### src/logic/tcp_pkg.sv
package tcp_pkg;
  // Printed offsets are register indices; byte address is four times each
  localparam logic [15:0] TCP_IDX_PIN_CONF_LOW = 16'h000E;
  localparam logic [15:0] TCP_IDX_PIN_CONF_MID = 16'h000F;
  localparam logic [15:0] TCP_IDX_TEMP_CMP_CTRL = 16'h032D;
  localparam logic [15:0] TCP_IDX_PIN_CONF_HIGH = 16'h0400;
  localparam logic [15:0] TCP_IDX_CURRENT_UPPER = 16'h0401;
  localparam logic [15:0] TCP_IDX_CMP_STATUS = 16'h0402;
  localparam int TCP_ADDR_SHIFT = 2;

  localparam logic [7:0] TCP_RESET_PIN_CONF_LOW = 8'h00;
  localparam logic [7:0] TCP_RESET_PIN_CONF_MID = 8'h00;
  localparam logic [7:0] TCP_RESET_TEMP_CMP_CTRL = 8'h00;
  localparam logic [11:0] TCP_RESET_PIN_CONF_HIGH = 12'h000;

  // Field positions
  localparam int TCP_FAULT_IN_EN_BIT = 7;
  localparam int TCP_SERIAL_EN_BIT = 6;
  localparam int TCP_READY_EN_BIT = 6;
  localparam int TCP_MID_SPARE_BIT = 7;
  localparam int TCP_MODE_LSB = 0;
  localparam int TCP_GO_BIT = 2;
  localparam int TCP_LOCK_LSB = 3;
  localparam int TCP_THR_BIT = 6;
  localparam int TCP_PIN_FIELD_W = 3;
  localparam int TCP_PINS = 8;

  // Pin indices (pin N sits at index N-1)
  localparam int TCP_PIN_READY = 0;
  localparam int TCP_PIN_SEL = 3;
  localparam int TCP_PIN_SDI = 4;
  localparam int TCP_PIN_SDO = 5;
  localparam int TCP_PIN_SCLK = 6;
  localparam int TCP_PIN_FAULT = 7;

  localparam logic [2:0] TCP_LAST_CHANNEL = 3'h7;
  localparam logic [3:0] TCP_MAX_ACTIVE = 4'h8;

  typedef enum logic [1:0] {
    TCP_RUN_IDLE = 2'b00,
    TCP_RUN_ROUND = 2'b01,
    TCP_RUN_BIST = 2'b10,
    TCP_RUN_LOCK = 2'b11
  } tcp_run_mode_t;

  typedef enum logic [2:0] {
    TCP_PIN_HIZ = 3'b000,
    TCP_PIN_ADC_CMP = 3'b001,
    TCP_PIN_ADC = 3'b010,
    TCP_PIN_DIN = 3'b011,
    TCP_PIN_HIGH = 3'b100,
    TCP_PIN_LOW = 3'b101,
    TCP_PIN_ADC_PU = 3'b110,
    TCP_PIN_ADC_PD = 3'b111
  } tcp_pin_mode_t;

  localparam logic [1:0] TCP_HTRANS_NONSEQ = 2'b10;
endpackage

### src/logic/tcp_top.sv
`timescale 1ns/1ns
// Operation
// Locked mode uses the captured threshold bit: 0 normal, 1 balancing.
// The 3-bit channel select picks pin 1 (code 0) to pin 8 (code 7).
// Software writes a new start after changing channel or mode to apply them.
// A start write captures the setup, starts the comparators and reads 0.
// Captured mode: 00 idle, 01 round robin, 10 self-test, 11 locked.
// Round robin visits only the channels counted by the active count.
// Fault-input enable makes pin 8 an active-low fault input over its mode.
// Serial enable hands pins 4 to 7 to the serial controller.
// With serial enable set, pin 4 drives the peripheral select line.
// Mode codes 0-7: high-Z, ADC+cmp, ADC, input, high, low, ADC+PU, ADC+PD.
// Ready enable drives pin 1, which falls when a current conversion ends.
// A read of the current upper result returns the pin 1 strobe high.
// With serial enable set, pin 5 is serial data in and pin 6 data out.
// With serial enable set, pin 7 is the serial clock output.
// Overridden mode fields stay stored and apply again once released.
module tcp_top
  import tcp_pkg::*;
(
  input wire logic CLK, // 250 MHz clock
  input wire logic RESET, // Async reset, active high
  input wire logic HSEL, // AHB slave select
  input wire logic [31:0] HADDR, // AHB byte address
  input wire logic [1:0] HTRANS, // AHB transfer type
  input wire logic HWRITE, // AHB write
  input wire logic [2:0] HSIZE, // AHB size, word only
  input wire logic [31:0] HWDATA, // AHB write data
  input wire logic HREADY, // AHB bus ready
  output logic [31:0] HRDATA, // AHB read data
  output logic HREADYOUT, // AHB slave ready
  output logic HRESP, // AHB response, always OKAY
  input wire logic [7:0] PIN_IN, // Pin input levels
  output logic [7:0] PIN_OUT, // Pin output levels
  output logic [7:0] PIN_OE, // Pin output enables, high drives
  output logic [7:0] PIN_ADC_EN, // Pin routed to ADC
  output logic [7:0] PIN_CMP_EN, // Pin routed to temperature compare
  output logic [7:0] PIN_PULLUP, // Weak pull-up on
  output logic [7:0] PIN_PULLDOWN, // Weak pull-down on
  output logic [7:0] PIN_DIN, // Captured digital input levels
  input wire logic SERIAL_SEL, // Serial controller select level
  input wire logic SERIAL_SDO, // Serial controller data out
  input wire logic SERIAL_SCLK, // Serial controller clock
  output logic SERIAL_SDI, // Serial controller data in
  output logic SERIAL_EN, // Serial controller enabled
  output logic FAULT_ASSERT, // Request to assert fault output pin
  input wire logic CONV_DONE, // Current conversion complete pulse
  input wire logic [7:0] CURRENT_UPPER, // Current result upper byte
  input wire logic [3:0] ACTIVE_COUNT, // Number of active channels
  input wire logic CMP_STEP, // Comparator finished one channel
  output logic CMP_RUN, // Comparators running
  output logic [1:0] CMP_MODE, // Captured run mode
  output logic [2:0] CMP_CHANNEL, // Channel feeding comparators
  output logic CMP_BAL_THR // Balancing threshold selected
);

  logic [7:0] pin_config_low_and_overrides;
  logic [7:0] pin_config_mid_and_ready_strobe;
  logic [7:0] temp_comparator_control;
  logic [11:0] pin_config_high;
  logic [7:0] next_low;
  logic [7:0] next_mid;
  logic [7:0] next_ctrl;
  logic [11:0] next_high;
  logic wr_pend;
  logic [15:0] wr_idx;
  logic addr_ok;
  logic [15:0] addr_idx;
  logic wr_hit;
  logic start;
  logic ready_strobe;
  logic rearm;
  tcp_run_mode_t run_mode;
  logic [2:0] lock_ch;
  logic [3:0] active_lim;
  logic [2:0] next_channel;
  logic [2:0] pin_mode [TCP_PINS];
  logic [TCP_PINS-1:0] nx_oe;
  logic [TCP_PINS-1:0] nx_out;
  logic [TCP_PINS-1:0] nx_adc;
  logic [TCP_PINS-1:0] nx_cmp;
  logic [TCP_PINS-1:0] nx_pu;
  logic [TCP_PINS-1:0] nx_pd;
  logic [31:0] next_rdata;

  function automatic logic [15:0] word_index(input logic [31:0] a);
    word_index = a[TCP_ADDR_SHIFT +: 16];
  endfunction

  // {oe, out, adc, cmp, pull-up, pull-down}
  function automatic logic [5:0] decode_pin(input logic [2:0] m);
    case (tcp_pin_mode_t'(m))
      TCP_PIN_HIZ: decode_pin = 6'h00;
      TCP_PIN_ADC_CMP: decode_pin = 6'h0C;
      TCP_PIN_ADC: decode_pin = 6'h08;
      TCP_PIN_DIN: decode_pin = 6'h00;
      TCP_PIN_HIGH: decode_pin = 6'h30;
      TCP_PIN_LOW: decode_pin = 6'h20;
      TCP_PIN_ADC_PU: decode_pin = 6'h0A;
      default: decode_pin = 6'h09;
    endcase
  endfunction

  // Bus address phase
  assign addr_ok = HSEL && HREADY && (HTRANS == TCP_HTRANS_NONSEQ);
  assign addr_idx = word_index(HADDR);
  assign wr_hit = wr_pend;

  always_ff @(posedge CLK or posedge RESET) begin
    if (RESET) begin
      wr_pend <= 1'b0;
      wr_idx <= 16'h0000;
    end else begin
      wr_pend <= addr_ok && HWRITE;
      wr_idx <= addr_idx;
    end
  end

  // Zero wait states; every access is answered OKAY
  always_ff @(posedge CLK or posedge RESET) begin
    if (RESET) begin
      HREADYOUT <= 1'b0;
      HRESP <= 1'b0;
    end else begin
      HREADYOUT <= 1'b1;
      HRESP <= 1'b0;
    end
  end

  // Stored fields keep their value under override
  always_comb begin
    next_low = pin_config_low_and_overrides;
    next_mid = pin_config_mid_and_ready_strobe;
    next_ctrl = temp_comparator_control;
    next_high = pin_config_high;
    start = 1'b0;
    if (wr_hit) begin
      if (wr_idx == TCP_IDX_PIN_CONF_LOW) begin
        next_low = HWDATA[7:0];
      end else if (wr_idx == TCP_IDX_PIN_CONF_MID) begin
        next_mid = HWDATA[7:0];
      end else if (wr_idx == TCP_IDX_TEMP_CMP_CTRL) begin
        next_ctrl = HWDATA[7:0];
        next_ctrl[TCP_GO_BIT] = 1'b0;
        next_ctrl[7] = 1'b0;
        start = HWDATA[TCP_GO_BIT];
      end else if (wr_idx == TCP_IDX_PIN_CONF_HIGH) begin
        next_high = HWDATA[11:0];
      end
    end
  end

  always_ff @(posedge CLK or posedge RESET) begin
    if (RESET) begin
      pin_config_low_and_overrides <= TCP_RESET_PIN_CONF_LOW;
      pin_config_mid_and_ready_strobe <= TCP_RESET_PIN_CONF_MID;
      temp_comparator_control <= TCP_RESET_TEMP_CMP_CTRL;
      pin_config_high <= TCP_RESET_PIN_CONF_HIGH;
    end else begin
      pin_config_low_and_overrides <= next_low;
      pin_config_mid_and_ready_strobe <= next_mid;
      temp_comparator_control <= next_ctrl;
      pin_config_high <= next_high;
    end
  end

  // Read mux uses next values so a read right after a write sees it
  always_comb begin
    next_rdata = 32'h0000_0000;
    if (addr_idx == TCP_IDX_PIN_CONF_LOW) begin
      next_rdata[7:0] = next_low;
    end else if (addr_idx == TCP_IDX_PIN_CONF_MID) begin
      next_rdata[7:0] = next_mid;
    end else if (addr_idx == TCP_IDX_TEMP_CMP_CTRL) begin
      next_rdata[7:0] = next_ctrl;
    end else if (addr_idx == TCP_IDX_PIN_CONF_HIGH) begin
      next_rdata[11:0] = next_high;
    end else if (addr_idx == TCP_IDX_CURRENT_UPPER) begin
      next_rdata[7:0] = CURRENT_UPPER;
    end else if (addr_idx == TCP_IDX_CMP_STATUS) begin
      next_rdata[7:0] = {ready_strobe, CMP_BAL_THR, CMP_CHANNEL, CMP_RUN,
                         CMP_MODE};
    end
  end

  always_ff @(posedge CLK or posedge RESET) begin
    if (RESET) begin
      HRDATA <= 32'h0000_0000;
    end else if (addr_ok && !HWRITE) begin
      HRDATA <= next_rdata;
    end
  end

  assign rearm = addr_ok && !HWRITE && (addr_idx == TCP_IDX_CURRENT_UPPER);

  // A completion in the same cycle as the rearming read wins
  always_ff @(posedge CLK or posedge RESET) begin
    if (RESET) begin
      ready_strobe <= 1'b1;
    end else if (CONV_DONE) begin
      ready_strobe <= 1'b0;
    end else if (rearm) begin
      ready_strobe <= 1'b1;
    end
  end

  // Comparator sequencing; settings act only at start
  always_ff @(posedge CLK or posedge RESET) begin
    if (RESET) begin
      run_mode <= TCP_RUN_IDLE;
      lock_ch <= 3'h0;
      CMP_BAL_THR <= 1'b0;
    end else if (start) begin
      run_mode <= tcp_run_mode_t'(HWDATA[TCP_MODE_LSB +: 2]);
      lock_ch <= HWDATA[TCP_LOCK_LSB +: 3];
      CMP_BAL_THR <= HWDATA[TCP_THR_BIT];
    end
  end

  always_comb begin
    active_lim = ACTIVE_COUNT;
    if (ACTIVE_COUNT == 4'h0) begin
      active_lim = 4'h1;
    end else if (ACTIVE_COUNT > TCP_MAX_ACTIVE) begin
      active_lim = TCP_MAX_ACTIVE;
    end
  end

  always_comb begin
    next_channel = CMP_CHANNEL;
    case (run_mode)
      TCP_RUN_IDLE: next_channel = CMP_CHANNEL;
      TCP_RUN_ROUND: begin
        if (CMP_STEP) begin
          if ({1'b0, CMP_CHANNEL} + 4'h1 >= active_lim) begin
            next_channel = 3'h0;
          end else begin
            next_channel = CMP_CHANNEL + 3'h1;
          end
        end
      end
      TCP_RUN_BIST: begin
        if (CMP_STEP) begin
          next_channel = CMP_CHANNEL + 3'h1;
        end
      end
      default: next_channel = lock_ch;
    endcase
  end

  always_ff @(posedge CLK or posedge RESET) begin
    if (RESET) begin
      CMP_RUN <= 1'b0;
      CMP_MODE <= 2'b00;
      CMP_CHANNEL <= 3'h0;
    end else if (start) begin
      CMP_RUN <= (HWDATA[TCP_MODE_LSB +: 2] != TCP_RUN_IDLE);
      CMP_MODE <= HWDATA[TCP_MODE_LSB +: 2];
      if (HWDATA[TCP_MODE_LSB +: 2] == TCP_RUN_LOCK) begin
        CMP_CHANNEL <= HWDATA[TCP_LOCK_LSB +: 3];
      end else begin
        CMP_CHANNEL <= 3'h0;
      end
    end else begin
      CMP_RUN <= (run_mode != TCP_RUN_IDLE);
      CMP_MODE <= run_mode;
      CMP_CHANNEL <= next_channel;
    end
  end

  // Pin mode fields gathered from their registers
  assign pin_mode[0] = pin_config_low_and_overrides[0 +: TCP_PIN_FIELD_W];
  assign pin_mode[1] = pin_config_low_and_overrides[3 +: TCP_PIN_FIELD_W];
  assign pin_mode[2] = pin_config_mid_and_ready_strobe[0 +: TCP_PIN_FIELD_W];
  assign pin_mode[3] = pin_config_mid_and_ready_strobe[3 +: TCP_PIN_FIELD_W];

  generate
    for (genvar h = 0; h < 4; h++) begin : g_high
      assign pin_mode[4 + h] = pin_config_high[h*TCP_PIN_FIELD_W +:
                                               TCP_PIN_FIELD_W];
    end
  endgenerate

  logic serial_on;
  logic fault_on;
  logic ready_on;
  assign serial_on = pin_config_low_and_overrides[TCP_SERIAL_EN_BIT];
  assign fault_on = pin_config_low_and_overrides[TCP_FAULT_IN_EN_BIT];
  assign ready_on = pin_config_mid_and_ready_strobe[TCP_READY_EN_BIT];

  generate
    for (genvar p = 0; p < TCP_PINS; p++) begin : g_pin
      logic [5:0] dec;
      logic ovr;
      logic ovr_oe;
      logic ovr_out;
      assign dec = decode_pin(pin_mode[p]);
      always_comb begin
        ovr = 1'b0;
        ovr_oe = 1'b0;
        ovr_out = 1'b0;
        if (p == TCP_PIN_READY && ready_on) begin
          ovr = 1'b1;
          ovr_oe = 1'b1;
          ovr_out = ready_strobe;
        end else if (p == TCP_PIN_SEL && serial_on) begin
          ovr = 1'b1;
          ovr_oe = 1'b1;
          ovr_out = SERIAL_SEL;
        end else if (p == TCP_PIN_SDI && serial_on) begin
          ovr = 1'b1;
        end else if (p == TCP_PIN_SDO && serial_on) begin
          ovr = 1'b1;
          ovr_oe = 1'b1;
          ovr_out = SERIAL_SDO;
        end else if (p == TCP_PIN_SCLK && serial_on) begin
          ovr = 1'b1;
          ovr_oe = 1'b1;
          ovr_out = SERIAL_SCLK;
        end else if (p == TCP_PIN_FAULT && fault_on) begin
          ovr = 1'b1;
        end
      end
      assign nx_oe[p] = ovr ? ovr_oe : dec[5];
      assign nx_out[p] = ovr ? ovr_out : dec[4];
      assign nx_adc[p] = ovr ? 1'b0 : dec[3];
      assign nx_cmp[p] = ovr ? 1'b0 : dec[2];
      assign nx_pu[p] = ovr ? 1'b0 : dec[1];
      assign nx_pd[p] = ovr ? 1'b0 : dec[0];
    end
  endgenerate

  // Pin controls are registered, adding one cycle of latency
  always_ff @(posedge CLK or posedge RESET) begin
    if (RESET) begin
      PIN_OE <= 8'h00;
      PIN_OUT <= 8'h00;
      PIN_ADC_EN <= 8'h00;
      PIN_CMP_EN <= 8'h00;
      PIN_PULLUP <= 8'h00;
      PIN_PULLDOWN <= 8'h00;
      PIN_DIN <= 8'h00;
    end else begin
      PIN_OE <= nx_oe;
      PIN_OUT <= nx_out;
      PIN_ADC_EN <= nx_adc;
      PIN_CMP_EN <= nx_cmp;
      PIN_PULLUP <= nx_pu;
      PIN_PULLDOWN <= nx_pd;
      PIN_DIN <= PIN_IN;
    end
  end

  always_ff @(posedge CLK or posedge RESET) begin
    if (RESET) begin
      SERIAL_EN <= 1'b0;
      SERIAL_SDI <= 1'b0;
      FAULT_ASSERT <= 1'b0;
    end else begin
      SERIAL_EN <= serial_on;
      SERIAL_SDI <= serial_on && PIN_IN[TCP_PIN_SDI];
      FAULT_ASSERT <= fault_on && !PIN_IN[TCP_PIN_FAULT];
    end
  end

endmodule // tcp_top

### config.mk
export PLATFORM = sky130hd
export DESIGN_NAME = tcp_top
export DESIGN_NICKNAME = d
export VERILOG_FILES = /design/src/logic/tcp_pkg.sv /design/src/logic/tcp_top.sv
export SDC_FILE = /design/constraint.sdc
export NUM_CORES = 1
export LEC_CHECK = 0
export BUFFER_PORTS_ARGS = -buffer_cell sky130_fd_sc_hd__buf_2
export CAP_MARGIN = 10
export CORE_MARGIN = 5
export CORE_UTILIZATION = 52
export CTS_BUF_LIST = sky130_fd_sc_hd__clkbuf_8
export DETAILED_ROUTE_END_ITERATION = 10
export HOLD_SLACK_MARGIN = 0.15
export PLACE_DENSITY = 0.78
export RECOVER_POWER = 25
export SLEW_MARGIN = 10
export SYNTH_ARGS = -nofsm -noshare
export SYNTH_HDL_FRONTEND = slang
export SYNTH_SLANG_ARGS = --single-unit
### constraint.sdc
create_clock -name CLK -period 6.5 [get_ports CLK]
set_input_delay 1.625 -clock CLK [delete_from_list [all_inputs] [get_ports CLK]]
set_output_delay 1.625 -clock CLK [all_outputs]
set_load 0.1 [all_outputs]
==> impl_metrics.toml <==
[worst_setup_path]
r2r-end = "HRDATA[6]"
reg2reg_from = "wr_idx[13]"
reg2reg_slack_ns = 3.61
worst-setup-path-type = "in2reg"
end_kind = "flip-flop"
worstPathMaxFanout = 8
cp-endpoint = "HRDATA[0]"
rr_worst_depth = 6
required_ns = 6.80
worstSetupStartpoint = "HADDR[3]"
startpoint_type = "input port"
critPathArrivalTime_ns = 3.53

[yosys]
synth_fa_ha_area_share_pct = 1.722
synth_xor_area_share_pct = 1.055
synth-seq-area-share_pct = 58.58
ys.flop_type = "dfrtp_1"
synth_compound_area_share_pct = 8.999
synth_top_family_by_area = "simple AND/OR/NAND/NOR gates"
yosys_warnings = 0
async_reset_ff_share_pct = 100.0
synth_edf_count = 0
muxShareOfSynthArea_pct = 7.815
yosys.area_share.simple_pct = 16.25
avgSynthCellArea_um2 = 12.24
yosys_register_bits = 136
synth_area_mm2 = 0.005812
syn_inst = 475
synth.distinct_cells = 66

[cts]
cts_sinks = 136
cts-root-buf = "clkbuf_8"
clkLatencyLatePin_ns = 0.44
cts_inserted_buffers = 17
cts_buffer_depth = 2
post-cts-setup-buffer-count = 0
h-tree-depth = 4
cts_tree = "built"
path_clk_slew_ns = 0.07
cts_hold_buf = 0
cts_resized = 0

[routing]
drtAntennaViolNets = 0
totalWireLength_um = 13350
first_iter_violations = 351
drtPass1Iterations = 4
drc = 0
num_vias = 4156
viasPerCell = 5.390
wl_per_cell_um = 17.32

[layout]
syn2layout_area_growth_pct = 18.82
top_register = "wr_idx"
diodes = 0
final_common_cell = "dfrtp_1"
fin_nets = 725
largest_reg_flops = 16
mostFrequentLayoutCells = "135 x dfrtp_1, 122 x buf_2, 30 x nor2_1"
reg_top3 = "wr_idx: 16 flops, HRDATA: 12 flops, pin_config_high: 12 flops"
layout.core_utilization_pct = 63.42
drive_above_1_share_pct = 30.59
fin_cells = 771

[floorplan]
io-pin-count = 199
die_w_um = 115.7
die_h_um = 115.7
initial_core_util_pct = 53.38
rows = 38
dieArea_mm2 = 0.01339
coreArea_mm2 = 0.01089

[sta]
slew_headroom_pct = 33.22
fmax_ghz = 0.3097
final.setup.tns_ns = 0
setup_viol = 0
whs_ns = 0.4545
rsz0062_at_grt = "no"
fin_crit_sh_pct = 49.67
fin_crit_ns = 3.229
clock_skew_ns = 0.01160
final-hold-violation-count = 0
worst_pin_slew_ns = 1.002
slew_violations = 0

[pwr]
leakagePower_nw = 3.517
powerDensity_mw_per_mm2 = 275.9
ir_drop_mv = 0.1670
total_power_mw = 1.905

[grt]
grt_pass1_wl_um = 21440
gr-total-overflow = 0
antenna_found_initial = 0
grt_max_degree = 87
grt_pass1_vias = 4255
grtUsageTotal_pct = 20.73

[placed_design]
gp_congestion = 0.8727
port_buffers = 138
hpwl_um = 9987
dp.cells = 739

[outcome]
status = "finished clean"

[hold_path]
worst_hold_path_type = "reg2reg"

[job]
max_cap_violations = 0
-- final cells by class --
cell class / count / area [µm²]
inverter: 24 / 92.59
clock buffer: 17 / 234.0
multi-input combinational: 300 / 2143
sequential: 136 / 3405
clock inverter: 15 / 177.7
fill: 842 / 3983
tap: 140 / 175.2
timing repair buffer: 139 / 678.2
-- worst min path at each step --
stage	start	endpoint	slack, ns	cells past startpoint
6_report	pin_config_mid_and_ready_strobe[0]	PIN_PULLUP[2]	0.45	1
5_1_grt	pin_config_mid_and_ready_strobe[0]	PIN_PULLUP[2]	0.47	1
4_1_cts	pin_config_mid_and_ready_strobe[0]	PIN_PULLUP[2]	0.46	1
3_5_place_dp	pin_config_mid_and_ready_strobe[0]	PIN_PULLUP[2]	0.45	1
3_3_place_gp	pin_config_mid_and_ready_strobe[0]	PIN_PULLUP[2]	0.44	1
2_1_floorplan	pin_config_low_and_overrides[6]	SERIAL_EN	0.35	0
-- logic make-up after synthesis --
group	count (synthesis)
adders and majority gates	8
xor gates and xnor gates	7
muxes	40
buffers and inverters	59
and+or+nand+nor	155
other	2
AOI/OAI and AO/OA	68
DFF	136
-- through the flow --
stage                     cell area (µm²)  setup WS, ns
after floorplan                      5887         1.237
after global placement               6536         2.812
after detailed placement             6536         2.781
after CTS                            6948         3.272
after global routing                 6905         3.062
final                                6905         3.271
-- power breakdown --
part,internal (mW),switching (mW)
Combinational,0.0479,0.253
Sequential,0.875,0.0167
Clock,0.381,0.332
-- Yosys cell counts, drive strengths merged (10+ instances only) --
cell type / n / area (µm²)
nand2: 24 / 90.09
dfrtp: 135 / 3378
nor2b: 13 / 81.33
nor3: 16 / 96.35
clkbuf: 10 / 37.54
nor4: 18 / 152.7
mux2: 34 / 394.1
a21o: 11 / 82.58
a21oi: 15 / 75.07
nor2: 32 / 125.1
nand2b: 11 / 71.32
inv: 24 / 90.09
buf: 25 / 188.9
-- worst max-delay path, stage by stage --
cell and delay (ns):
clkbuf_1 0.09, nor4_1 0.26, nand2_1 0.23, nor4_2 0.81, a221oi_1 0.17, o41ai_1 0.34
-- routing by layer --
layer / up-vias / track usage [%] / wire length (µm)
met1: 2042 / 27.44 / 5549
met2: 171 / 33.64 / 6561
met5: - / 0 / 0
met3: 13 / 5.849 / 1061
met4: 0 / 6.265 / 179
li1: 1930 / - / -
No activity file was read; power rests on OpenSTA's default activity.
